$ cat src/pkg/pbm_pkg.sv
package pbm_pkg;
  localparam int unsigned PORT_WIDTH = 8;
  localparam int unsigned SYNC_STAGES = 3;
  localparam int unsigned PIN_SCK = 7;
  localparam int unsigned PIN_MISO = 6;
  localparam int unsigned PIN_MOSI = 5;
  localparam int unsigned PIN_SEL = 4;
  localparam int unsigned PIN_CMP0 = 3;
  localparam int unsigned PIN_IRQ2 = 2;
  localparam int unsigned PIN_CNT1 = 1;
  localparam int unsigned PIN_CNT0 = 0;
  localparam logic [7:0] PORT_RESET = 8'h00;
  localparam logic OVR_ZERO = 1'b0;
  localparam logic OVR_ONE = 1'b1;
endpackage

$ cat src/verilog/pbm_port_b_override.sv
`timescale 1ns/10ps
`default_nettype none
module pbm_port_b_override #(
  parameter int unsigned PORT_WIDTH = pbm_pkg::PORT_WIDTH
) (
  input wire logic core_clk_i,
  input wire logic sys_rst_i,
  input wire logic [PORT_WIDTH-1:0] port_b_dir_i,
  input wire logic [PORT_WIDTH-1:0] port_b_out_i,
  input wire logic global_pullup_disable_i,
  input wire logic mcu_input_enable_i,
  input wire logic [PORT_WIDTH-1:0] pad_in_i,
  output logic [PORT_WIDTH-1:0] pad_out_o,
  output logic [PORT_WIDTH-1:0] pad_oe_o,
  output logic [PORT_WIDTH-1:0] pad_pullup_o,
  input wire logic serial_periph_on_i,
  input wire logic master_role_select_i,
  input wire logic spi_clock_out_i,
  input wire logic spi_slave_data_out_i,
  input wire logic spi_master_data_out_i,
  output logic spi_clock_in_o,
  output logic spi_master_data_in_o,
  output logic spi_slave_data_in_o,
  output logic spi_select_n_o,
  output logic spi_slave_active_o,
  input wire logic timer0_compare_output_i,
  input wire logic timer0_compare_enable_i,
  input wire logic ext_irq2_enable_i,
  output logic ext_irq2_input_o,
  output logic timer0_count_input_o,
  output logic timer1_count_input_o,
  input wire logic usart_sync_select_i,
  input wire logic usart_ext_clock_out_i,
  output logic usart_ext_clock_in_o,
  input wire logic jtag_enable_i,
  output logic [2:0] next_port_jtag_pullup_o,
  input wire logic timer2_async_select_i,
  output logic next_port_pin7_detach_o
);
  // pin map is fixed, so only the documented width can be served
  generate
    if (PORT_WIDTH != pbm_pkg::PORT_WIDTH) begin : g_bad_width
      $error("pbm_port_b_override supports only an eight pin port");
    end
  endgenerate

  logic [PORT_WIDTH-1:0] pullup_override_enable;
  logic [PORT_WIDTH-1:0] pullup_override_value;
  logic [PORT_WIDTH-1:0] direction_override_enable;
  logic [PORT_WIDTH-1:0] direction_override_value;
  logic [PORT_WIDTH-1:0] value_override_enable;
  logic [PORT_WIDTH-1:0] value_override_value;
  logic [PORT_WIDTH-1:0] input_gate_override_enable;
  logic [PORT_WIDTH-1:0] input_gate_override_value;
  logic [PORT_WIDTH-1:0] pad_sync;
  logic [PORT_WIDTH-1:0] alt_input_tap;
  logic [PORT_WIDTH-1:0] next_out;
  logic [PORT_WIDTH-1:0] next_oe;
  logic [PORT_WIDTH-1:0] next_pullup;
  logic spi_master;
  logic spi_slave;

  assign spi_master = serial_periph_on_i & master_role_select_i;
  assign spi_slave = serial_periph_on_i & ~master_role_select_i;

  always_comb begin
    pullup_override_enable = '0;
    pullup_override_value = '0;
    direction_override_enable = '0;
    direction_override_value = '0;
    value_override_enable = '0;
    value_override_value = '0;
    input_gate_override_enable = '0;
    input_gate_override_value = '0;
    direction_override_enable[pbm_pkg::PIN_SCK] = spi_slave;
    direction_override_enable[pbm_pkg::PIN_MISO] = spi_master;
    direction_override_enable[pbm_pkg::PIN_MOSI] = spi_slave;
    direction_override_enable[pbm_pkg::PIN_SEL] = spi_slave;
    direction_override_value[pbm_pkg::PIN_SCK] = pbm_pkg::OVR_ZERO;
    direction_override_value[pbm_pkg::PIN_MISO] = pbm_pkg::OVR_ZERO;
    direction_override_value[pbm_pkg::PIN_MOSI] = pbm_pkg::OVR_ZERO;
    direction_override_value[pbm_pkg::PIN_SEL] = pbm_pkg::OVR_ZERO;
    pullup_override_enable[pbm_pkg::PIN_SCK] = spi_slave;
    pullup_override_enable[pbm_pkg::PIN_MISO] = spi_master;
    pullup_override_enable[pbm_pkg::PIN_MOSI] = spi_slave;
    pullup_override_enable[pbm_pkg::PIN_SEL] = spi_slave;
    // port bit gated by global disable
    pullup_override_value[pbm_pkg::PIN_SCK] =
      port_b_out_i[pbm_pkg::PIN_SCK] & ~global_pullup_disable_i;
    pullup_override_value[pbm_pkg::PIN_MISO] =
      port_b_out_i[pbm_pkg::PIN_MISO] & ~global_pullup_disable_i;
    pullup_override_value[pbm_pkg::PIN_MOSI] =
      port_b_out_i[pbm_pkg::PIN_MOSI] & ~global_pullup_disable_i;
    pullup_override_value[pbm_pkg::PIN_SEL] =
      port_b_out_i[pbm_pkg::PIN_SEL] & ~global_pullup_disable_i;
    value_override_enable[pbm_pkg::PIN_SCK] = spi_master;
    value_override_value[pbm_pkg::PIN_SCK] = spi_clock_out_i;
    value_override_enable[pbm_pkg::PIN_MISO] = spi_slave;
    value_override_value[pbm_pkg::PIN_MISO] = spi_slave_data_out_i;
    value_override_enable[pbm_pkg::PIN_MOSI] = spi_master;
    value_override_value[pbm_pkg::PIN_MOSI] = spi_master_data_out_i;
    value_override_enable[pbm_pkg::PIN_CMP0] = timer0_compare_enable_i;
    value_override_value[pbm_pkg::PIN_CMP0] = timer0_compare_output_i;
    input_gate_override_enable[pbm_pkg::PIN_IRQ2] = ext_irq2_enable_i;
    input_gate_override_value[pbm_pkg::PIN_IRQ2] = pbm_pkg::OVR_ONE;
    value_override_enable[pbm_pkg::PIN_CNT0] = usart_sync_select_i;
    value_override_value[pbm_pkg::PIN_CNT0] = usart_ext_clock_out_i;
  end

  pbm_sync3 #(
    .WIDTH(PORT_WIDTH)
  ) u_pad_sync (
    .core_clk_i(core_clk_i),
    .sys_rst_i(sys_rst_i),
    .async_i(pad_in_i),
    .sync_o(pad_sync)
  );

  genvar p;
  generate
    for (p = 0; p < PORT_WIDTH; p++) begin : g_pin
      assign next_pullup[p] = pullup_override_enable[p] ? pullup_override_value[p] :
        (~port_b_dir_i[p] & port_b_out_i[p] & ~global_pullup_disable_i);
      assign next_oe[p] = direction_override_enable[p] ? direction_override_value[p] :
        port_b_dir_i[p];
      assign next_out[p] = value_override_enable[p] ? value_override_value[p] :
        port_b_out_i[p];
      assign alt_input_tap[p] = pad_sync[p] & (input_gate_override_enable[p] ?
        input_gate_override_value[p] : mcu_input_enable_i);
    end
  endgenerate

  // registered pad drive costs one cycle but keeps pad outputs glitch free
  always_ff @(posedge core_clk_i) begin
    if (sys_rst_i) begin
      pad_out_o <= pbm_pkg::PORT_RESET;
      pad_oe_o <= pbm_pkg::PORT_RESET;
      pad_pullup_o <= pbm_pkg::PORT_RESET;
    end else begin
      pad_out_o <= next_out;
      pad_oe_o <= next_oe;
      pad_pullup_o <= next_pullup;
    end
  end

  always_ff @(posedge core_clk_i) begin
    if (sys_rst_i) begin
      spi_clock_in_o <= 1'b0;
      spi_master_data_in_o <= 1'b0;
      spi_slave_data_in_o <= 1'b0;
      spi_select_n_o <= 1'b1;
      spi_slave_active_o <= 1'b0;
    end else begin
      spi_clock_in_o <= alt_input_tap[pbm_pkg::PIN_SCK];
      spi_master_data_in_o <= alt_input_tap[pbm_pkg::PIN_MISO];
      spi_slave_data_in_o <= alt_input_tap[pbm_pkg::PIN_MOSI];
      spi_select_n_o <= alt_input_tap[pbm_pkg::PIN_SEL];
      spi_slave_active_o <= spi_slave & ~alt_input_tap[pbm_pkg::PIN_SEL];
    end
  end

  always_ff @(posedge core_clk_i) begin
    if (sys_rst_i) begin
      ext_irq2_input_o <= 1'b0;
      timer0_count_input_o <= 1'b0;
      timer1_count_input_o <= 1'b0;
      usart_ext_clock_in_o <= 1'b0;
    end else begin
      ext_irq2_input_o <= alt_input_tap[pbm_pkg::PIN_IRQ2];
      timer1_count_input_o <= alt_input_tap[pbm_pkg::PIN_CNT1];
      timer0_count_input_o <= alt_input_tap[pbm_pkg::PIN_CNT0];
      usart_ext_clock_in_o <= usart_sync_select_i & alt_input_tap[pbm_pkg::PIN_CNT0];
    end
  end

  // no reset term here, so the pull-ups survive a reset
  always_ff @(posedge core_clk_i) begin
    next_port_jtag_pullup_o <= {3{jtag_enable_i}};
  end

  always_ff @(posedge core_clk_i) begin
    if (sys_rst_i) begin
      next_port_pin7_detach_o <= 1'b0;
    end else begin
      next_port_pin7_detach_o <= timer2_async_select_i;
    end
  end
endmodule
`default_nettype wire

$ cat src/verilog/pbm_sync3.sv
`timescale 1ns/10ps
`default_nettype none
module pbm_sync3 #(
  parameter int unsigned WIDTH = 8
) (
  input wire logic core_clk_i,
  input wire logic sys_rst_i,
  input wire logic [WIDTH-1:0] async_i,
  output logic [WIDTH-1:0] sync_o
);
  logic [WIDTH-1:0] stage1;
  logic [WIDTH-1:0] stage2;
  logic [WIDTH-1:0] stage3;

  // stage1 is read by stage2 only; metastability stays contained
  always_ff @(posedge core_clk_i) begin
    if (sys_rst_i) begin
      stage1 <= '0;
      stage2 <= '0;
      stage3 <= '0;
    end else begin
      stage1 <= async_i;
      stage2 <= stage1;
      stage3 <= stage2;
    end
  end

  genvar b;
  generate
    for (b = 0; b < WIDTH; b++) begin : g_bit
      // a change counts once two later stages agree
      always_ff @(posedge core_clk_i) begin
        if (sys_rst_i) begin
          sync_o[b] <= 1'b0;
        end else if (stage2[b] == stage3[b]) begin
          sync_o[b] <= stage3[b];
        end
      end
    end
  endgenerate
endmodule
`default_nettype wire

$ cat config.mk
export PLATFORM = sky130hd
export DESIGN_NAME = pbm_port_b_override
export DESIGN_NICKNAME = d
export VERILOG_FILES = /design/src/pkg/pbm_pkg.sv /design/src/verilog/pbm_port_b_override.sv /design/src/verilog/pbm_sync3.sv
export SDC_FILE = /design/constraint.sdc
export NUM_CORES = 1
export LEC_CHECK = 0
export BUFFER_PORTS_ARGS = -buffer_cell sky130_fd_sc_hd__buf_2
export CAP_MARGIN = 40
export CORE_ASPECT_RATIO = 1.5
export CORE_MARGIN = 1
export CORE_UTILIZATION = 38
export CTS_CLUSTER_DIAMETER = 60
export CTS_CLUSTER_SIZE = 16
export DETAILED_ROUTE_END_ITERATION = 7
export PLACE_DENSITY_LB_ADDON = 0.15
export SLEW_MARGIN = 10
export SYNTH_ARGS = -nofsm -noshare
export SYNTH_HDL_FRONTEND = slang
export SYNTH_SLANG_ARGS = --single-unit
export TNS_END_PERCENT = 10
$ cat constraint.sdc
create_clock -name core_clk_i -period 1.3 [get_ports core_clk_i]
set_input_delay 0.13 -clock core_clk_i [delete_from_list [all_inputs] [get_ports core_clk_i]]
set_output_delay 0.13 -clock core_clk_i [all_outputs]
set_load 0.01 [all_outputs]
# After elaboration in Yosys (flattened, before gate mapping)
# Index checks and enable logic that the tools add are counted.
dict set report op_classes {
  n_addsub 0
  multipliers 0
  n_div 0
  order_cmp 0
  n_eq_ne 7
  shifts 0
  muxes 10
  bitwise_logic 42
  reduce_logical 2
}
# cell count
set ops {}
lappend ops {{1-bit bitwise AND} 31}
lappend ops {{1-bit NOT} 11}
lappend ops {{1-bit 2-to-1 mux} 10}
lappend ops {{1-bit equality test} 7}
lappend ops {{2-bit OR reduction} 2}
dict set report totals {
  reg_bits 66
  latchBits 0
  ramBits 0
  romBits 0
  input_bits 40
  elab_cells 87
  mem_count 0
}

# Depth between registers and ports, before layout
dict set report logic_depth {
  word_depth 4
  mapped_depth 3
  mapped_depth_nobuf 2
}

# By module
# A second synthesis with hierarchy kept.
dict set report unflattened {
  cells_unflattened 173
  area_unflattened_um2 2024.4
}
# module instances cells_per_inst area_each_um2
set modules_own_cells {}
lappend modules_own_cells {pbm_port_b_override 1 90 1101.1}
lappend modules_own_cells {pbm_sync3 1 83 923.4}

# Worst setup path after synthesis
# OpenSTA, ideal clock, no wires.
dict set report synth_path {
  path_type {in2reg}
  start {input port global_pullup_disable_i}
  end {register pad_pullup_o[4]}
  setup_time_ns 0.079
  t_arrival_ns 0.648
  required_ns 1.221
  path_slack_ns 0.572
  path_stages 3
  cell_sequence {or2_1 buf_6 a211oi_2}
}
dict set report synth_between {
  elab_chain_len 3
}
# element line
set synth_rtl {}
lappend synth_rtl {{from (decl)} pbm_port_b_override.sv:10} ;# input wire logic global_pullup_disable_i,
lappend synth_rtl {{1-bit NOT (*)} {pbm_port_b_override.sv:95, pbm_port_b_override.sv:123}}
lappend synth_rtl {{1-bit bitwise AND, on equally long branches} {pbm_port_b_override.sv:123, pbm_port_b_override.sv:95}}
lappend synth_rtl {{1-bit 2-to-1 mux (*)} pbm_port_b_override.sv:122} ;# assign next_pullup[p] = pullup_override_enable[p] ? pullup_override_value[p] :
lappend synth_rtl {{to (signal assigned)} pbm_port_b_override.sv:138} ;# pad_pullup_o <= pbm_pkg::PORT_RESET;
lappend synth_rtl {{to (signal assigned)} pbm_port_b_override.sv:142} ;# pad_pullup_o <= next_pullup;
lappend synth_rtl {{to (decl)} pbm_port_b_override.sv:15} ;# output logic [PORT_WIDTH-1:0] pad_pullup_o,
# Mark *: on every way between the ends. The rest lies on a longest branch, timed or not.
# A chain may end at the register's enable or synchronous reset.

# Worst setup path in the final report
dict set report layout_path {
  start {register spi_slave_data_in_o}
  end {output port spi_slave_data_in_o}
}
# element line
set layout_lines {}
lappend layout_lines {{from (decl)} pbm_port_b_override.sv:23} ;# output logic spi_slave_data_in_o,
lappend layout_lines {{from (signal assigned)} pbm_port_b_override.sv:156} ;# spi_slave_data_in_o <= alt_input_tap[pbm_pkg::PIN_MOSI];
# No word-level cell between the ends.

==> metrics.md <==
| Metric | Value |
|---|---|
| Worst vdd ir | `973 µV` |
| Mapped Nets | `204` |
| Clock Path Buffers | `2` |
| Initial Utilization | `39.5%` |
| Routed WL per cell | `between 10 and 15 µm` |
| Worst r2r src | `u_pad_sync.sync_o[2]` |
| RSZ-0062 raised after global routing | `no` |
| H-tree levels | `3` |
| CP endpoint kind | `output port` |
| Setup Viol. Count Final | `0` |
| Crit path cell chain | `buf_2` |
| Setup TNS Final | `0 ns` |
| GRT Residual Overflow | `0` |
| Hold path start | `port_b_out_i[1]` |
| Seq/Total Area, Yosys | `66.4%` |
| Worst-path fanout max | `1` |
| CP max stage delay | `0.33 ns` |
| Highest metal used | `met4` |
| Die area | `0.00529 mm²` |
| Clock transition at path regs | `0.07 ns` |
| Result of the run | `finished, final reports clean` |
| Site Rows | `31` |
| Nets | `301` |
| Final WL | `about 3400 µm` |
| RePlAce Congestion | `0.701` |
| Req. time, crit path | `around 1.2 ns` |
| CTS tree | `done` |
| Synth Warn # | `0` |
| Worst Skew | `0.00528 ns` |
| Post-synthesis cell type count | `24` |
| DR pass1 iterations | `4` |
| #FFs+latches synth | `63` |
| MaxCap Viol Count | `0` |
| Mapped cell area | `~0.0019 mm²` |
| Minimum clock period | `roughly 0.91 ns` |
| Worst Tran Pin Value | `0.395 ns` |
| Dpl ws | `0.362 ns` |
| IO buf count | `75` |
| Delay-heaviest family, CP | `flip-flops` |
| Worst setup margin | `0.386 ns` |
| Global-route wire length before repair | `5260 µm` |
| F_max | `1090 MHz` |
| Via density | `4.21` |
| Die height | `~89 µm` |
| Initial drt markers | `34` |
| Hold Path Depth | `2` |
| CP arrival | `roughly 0.8 ns` |
| Crit path from | `spi_slave_data_in_o` |
| Kind of critical path | `reg -> out` |
| ANT cells | `0` |
| Syn avg cell area | `11.6 µm²` |
| Clk Tree Root Cell | `clkbuf_8` |
| Number of cells on the critical path | `1` |
| Reported leakage power | `1.24 nW` |
| Worst skew pair latency | `0.32 ns` |
| P&R area growth vs syn | `42.4%` |
| Initial antenna violation count | `0` |
| Die outline width | `59.7 µm` |
| Fillers | `457` |
| P per Cell Area | `1510 mW/mm²` |
| Slew Viols, Final | `0` |
| Largest net degree at the start of global routing | `35` |
| Area leader, netlist | `dfxtp_1` |
| Final hold violations | `0` |
| Share of layout cells above drive strength 1 | `37.0%` |
| GRT Total Usage | `around 14%` |
| Post-CTS Setup Bufs | `0` |
| Count of buffer and inverter cells on the critical path | `1` |
| Clk sinks | `63` |
| # IOs | `77` |
| Number of global-route vias before repair | `1260` |
| Total CTS buffers | `9` |
| Critical path launch point type | `flop` |
| DR WL met2 | `1700 µm` |
| Fin crit share | `70.3%` |
| Core Region | `0.00481 mm²` |
| Detailed placer's ending HPWL | `between 2000 and 2500 µm` |
| Reg2Reg Depth | `2` |
| Met3 Wirelength | `215 µm` |
| Top cell type's share of synthesized area | `66.4%` |
| Slew HR | `73.6%` |
| Crit-path slowest cell | `dfxtp_1` |
| Post-route ant nets | `0` |
| Min-delay worst type | `in -> reg` |
| DRC viols | `0` |
| Largest cells by area after synthesis | `dfxtp_1 66%, nor2b_1 9.9%, o21ai_0 2.1%` |
| Metal1 wirelength | `1400 µm` |
| Post-Synthesis Cells | `164` |
| DR vias | `1395` |
==> Yosys cell counts, drive strengths merged <==
| cell type | number |
|---|---|
| a21o | 1 |
| and3 | 2 |
| and2 | 6 |
| nand4b | 2 |
| clkbuf | 2 |
| dfxtp | 63 |
| nand4bb | 1 |
| nor2 | 7 |
| buf | 6 |
| a21oi | 7 |
| nor3b | 8 |
| o31ai | 2 |
| a211oi | 3 |
| nor2b | 30 |
| inv | 3 |
| a21bo | 1 |
| nand2b | 2 |
| o21ai | 8 |
| nand2 | 7 |
| or2 | 1 |
| mux2i | 2 |
==> cell families (layout without fill, tap and decap cells) <==
family | after synthesis | after routing | share of synthesized area, %
DFF | 63 | 63 | 66.4
muxes | 2 | 2 | 1.05
AOI/OAI and AO/OA | 22 | 22 | 7.64
buffers and inverters | 11 | 112 | 3.16
and+or+nand+nor | 66 | 66 | 21.7
==> flip-flops by register name, summed over array words and instances (netlist names) <==
register	flops
spi_slave_active_o	1
timer1_count_input_o	1
pad_pullup_o	8
next_port_jtag_pullup_o	1
usart_ext_clock_in_o	1
spi_master_data_in_o	1
pad_oe_o	8
u_pad_sync.stage1	7
spi_slave_data_in_o	1
u_pad_sync.sync_o	7
spi_select_n_o	1
timer0_count_input_o	1
spi_clock_in_o	1
ext_irq2_input_o	1
u_pad_sync.stage2	7
u_pad_sync.stage3	7
pad_out_o	8
next_port_pin7_detach_o	1
==> worst paths after layout <==
kind	to	slack (ns)
setup reg to reg	u_pad_sync.sync_o[2]	0.59
setup / recovery	spi_slave_data_in_o	0.39
hold reg to reg	u_pad_sync.stage2[7]	0.43
hold / removal	pad_out_o[1]	0.02
==> layout by cell type (no fill, tap or decap) <==
cell type	Yosys	final
clkinv_2	0	2
clkbuf_8	0	10
inv_1	3	3
nor3b_2	3	3
a211oi_2	3	3
nand2_1	7	7
mux2i_1	2	2
nor2b_1	30	30
nand4b_1	2	2
a21o_1	1	1
dfxtp_1	63	63
buf_4	2	2
nand4bb_1	1	1
a21oi_1	7	7
nor3b_1	5	5
bufinv_16	0	2
clkbuf_1	2	1
buf_2	3	75
o21ai_0	8	8
nor2_1	7	7
a21bo_2	1	1
and2_1	6	6
and3_1	2	2
o31ai_1	2	2
nand2b_1	2	2
dlygate4sd3_1	0	17
or2_1	1	1
==> timing repair <==
action | CTS | global route
resized for setup | 0 | 0
hold endpoints to repair | 17 | 0
hold buffers | 17 | 0
==> final cells by class <==
cell class                      instances  area, µm²  area share [%]
Sequential cell                        63       1260            46.6
Clock buffer                           11        141            5.23
Inverter                                3       11.3           0.416
Tap cell                               66       82.6            3.05
Timing Repair Buffer                   94        561            20.7
Clock inverter                          4       70.1            2.59
Multi-Input combinational cell         90        578            21.4
==> layer usage <==
metal	vias up	global-route usage, %
li1	724	-
met5	-	0
met1	613	13.9
met2	47	23.1
met3	11	5.41
met4	0	11.4
==> power by group <==
part           total [mW]  internal, mW  switching, mW
logic               0.281         0.155          0.126
registers            2.02          2.00         0.0180
clock network        1.79          1.11          0.676
total                4.09          3.27          0.820
==> stage by stage <==
step / total power [mW] / util [%] / area, µm² / hold WS [ns] / std cells
floorplan: 2.19 / - / 1900 / 0.158 / 164
global placement: 2.30 / 48.3 / 2320 / 0.235 / 299
detailed placement: 2.31 / 48.3 / 2320 / 0.237 / 299
CTS: 4.15 / 56.2 / 2710 / 0.00601 / 331
global route: 4.27 / 56.2 / 2710 / 0.0408 / 331
finish: 4.09 / 56.2 / 2710 / 0.0229 / 331
Note: power is estimated with default switching activity, not from simulation.
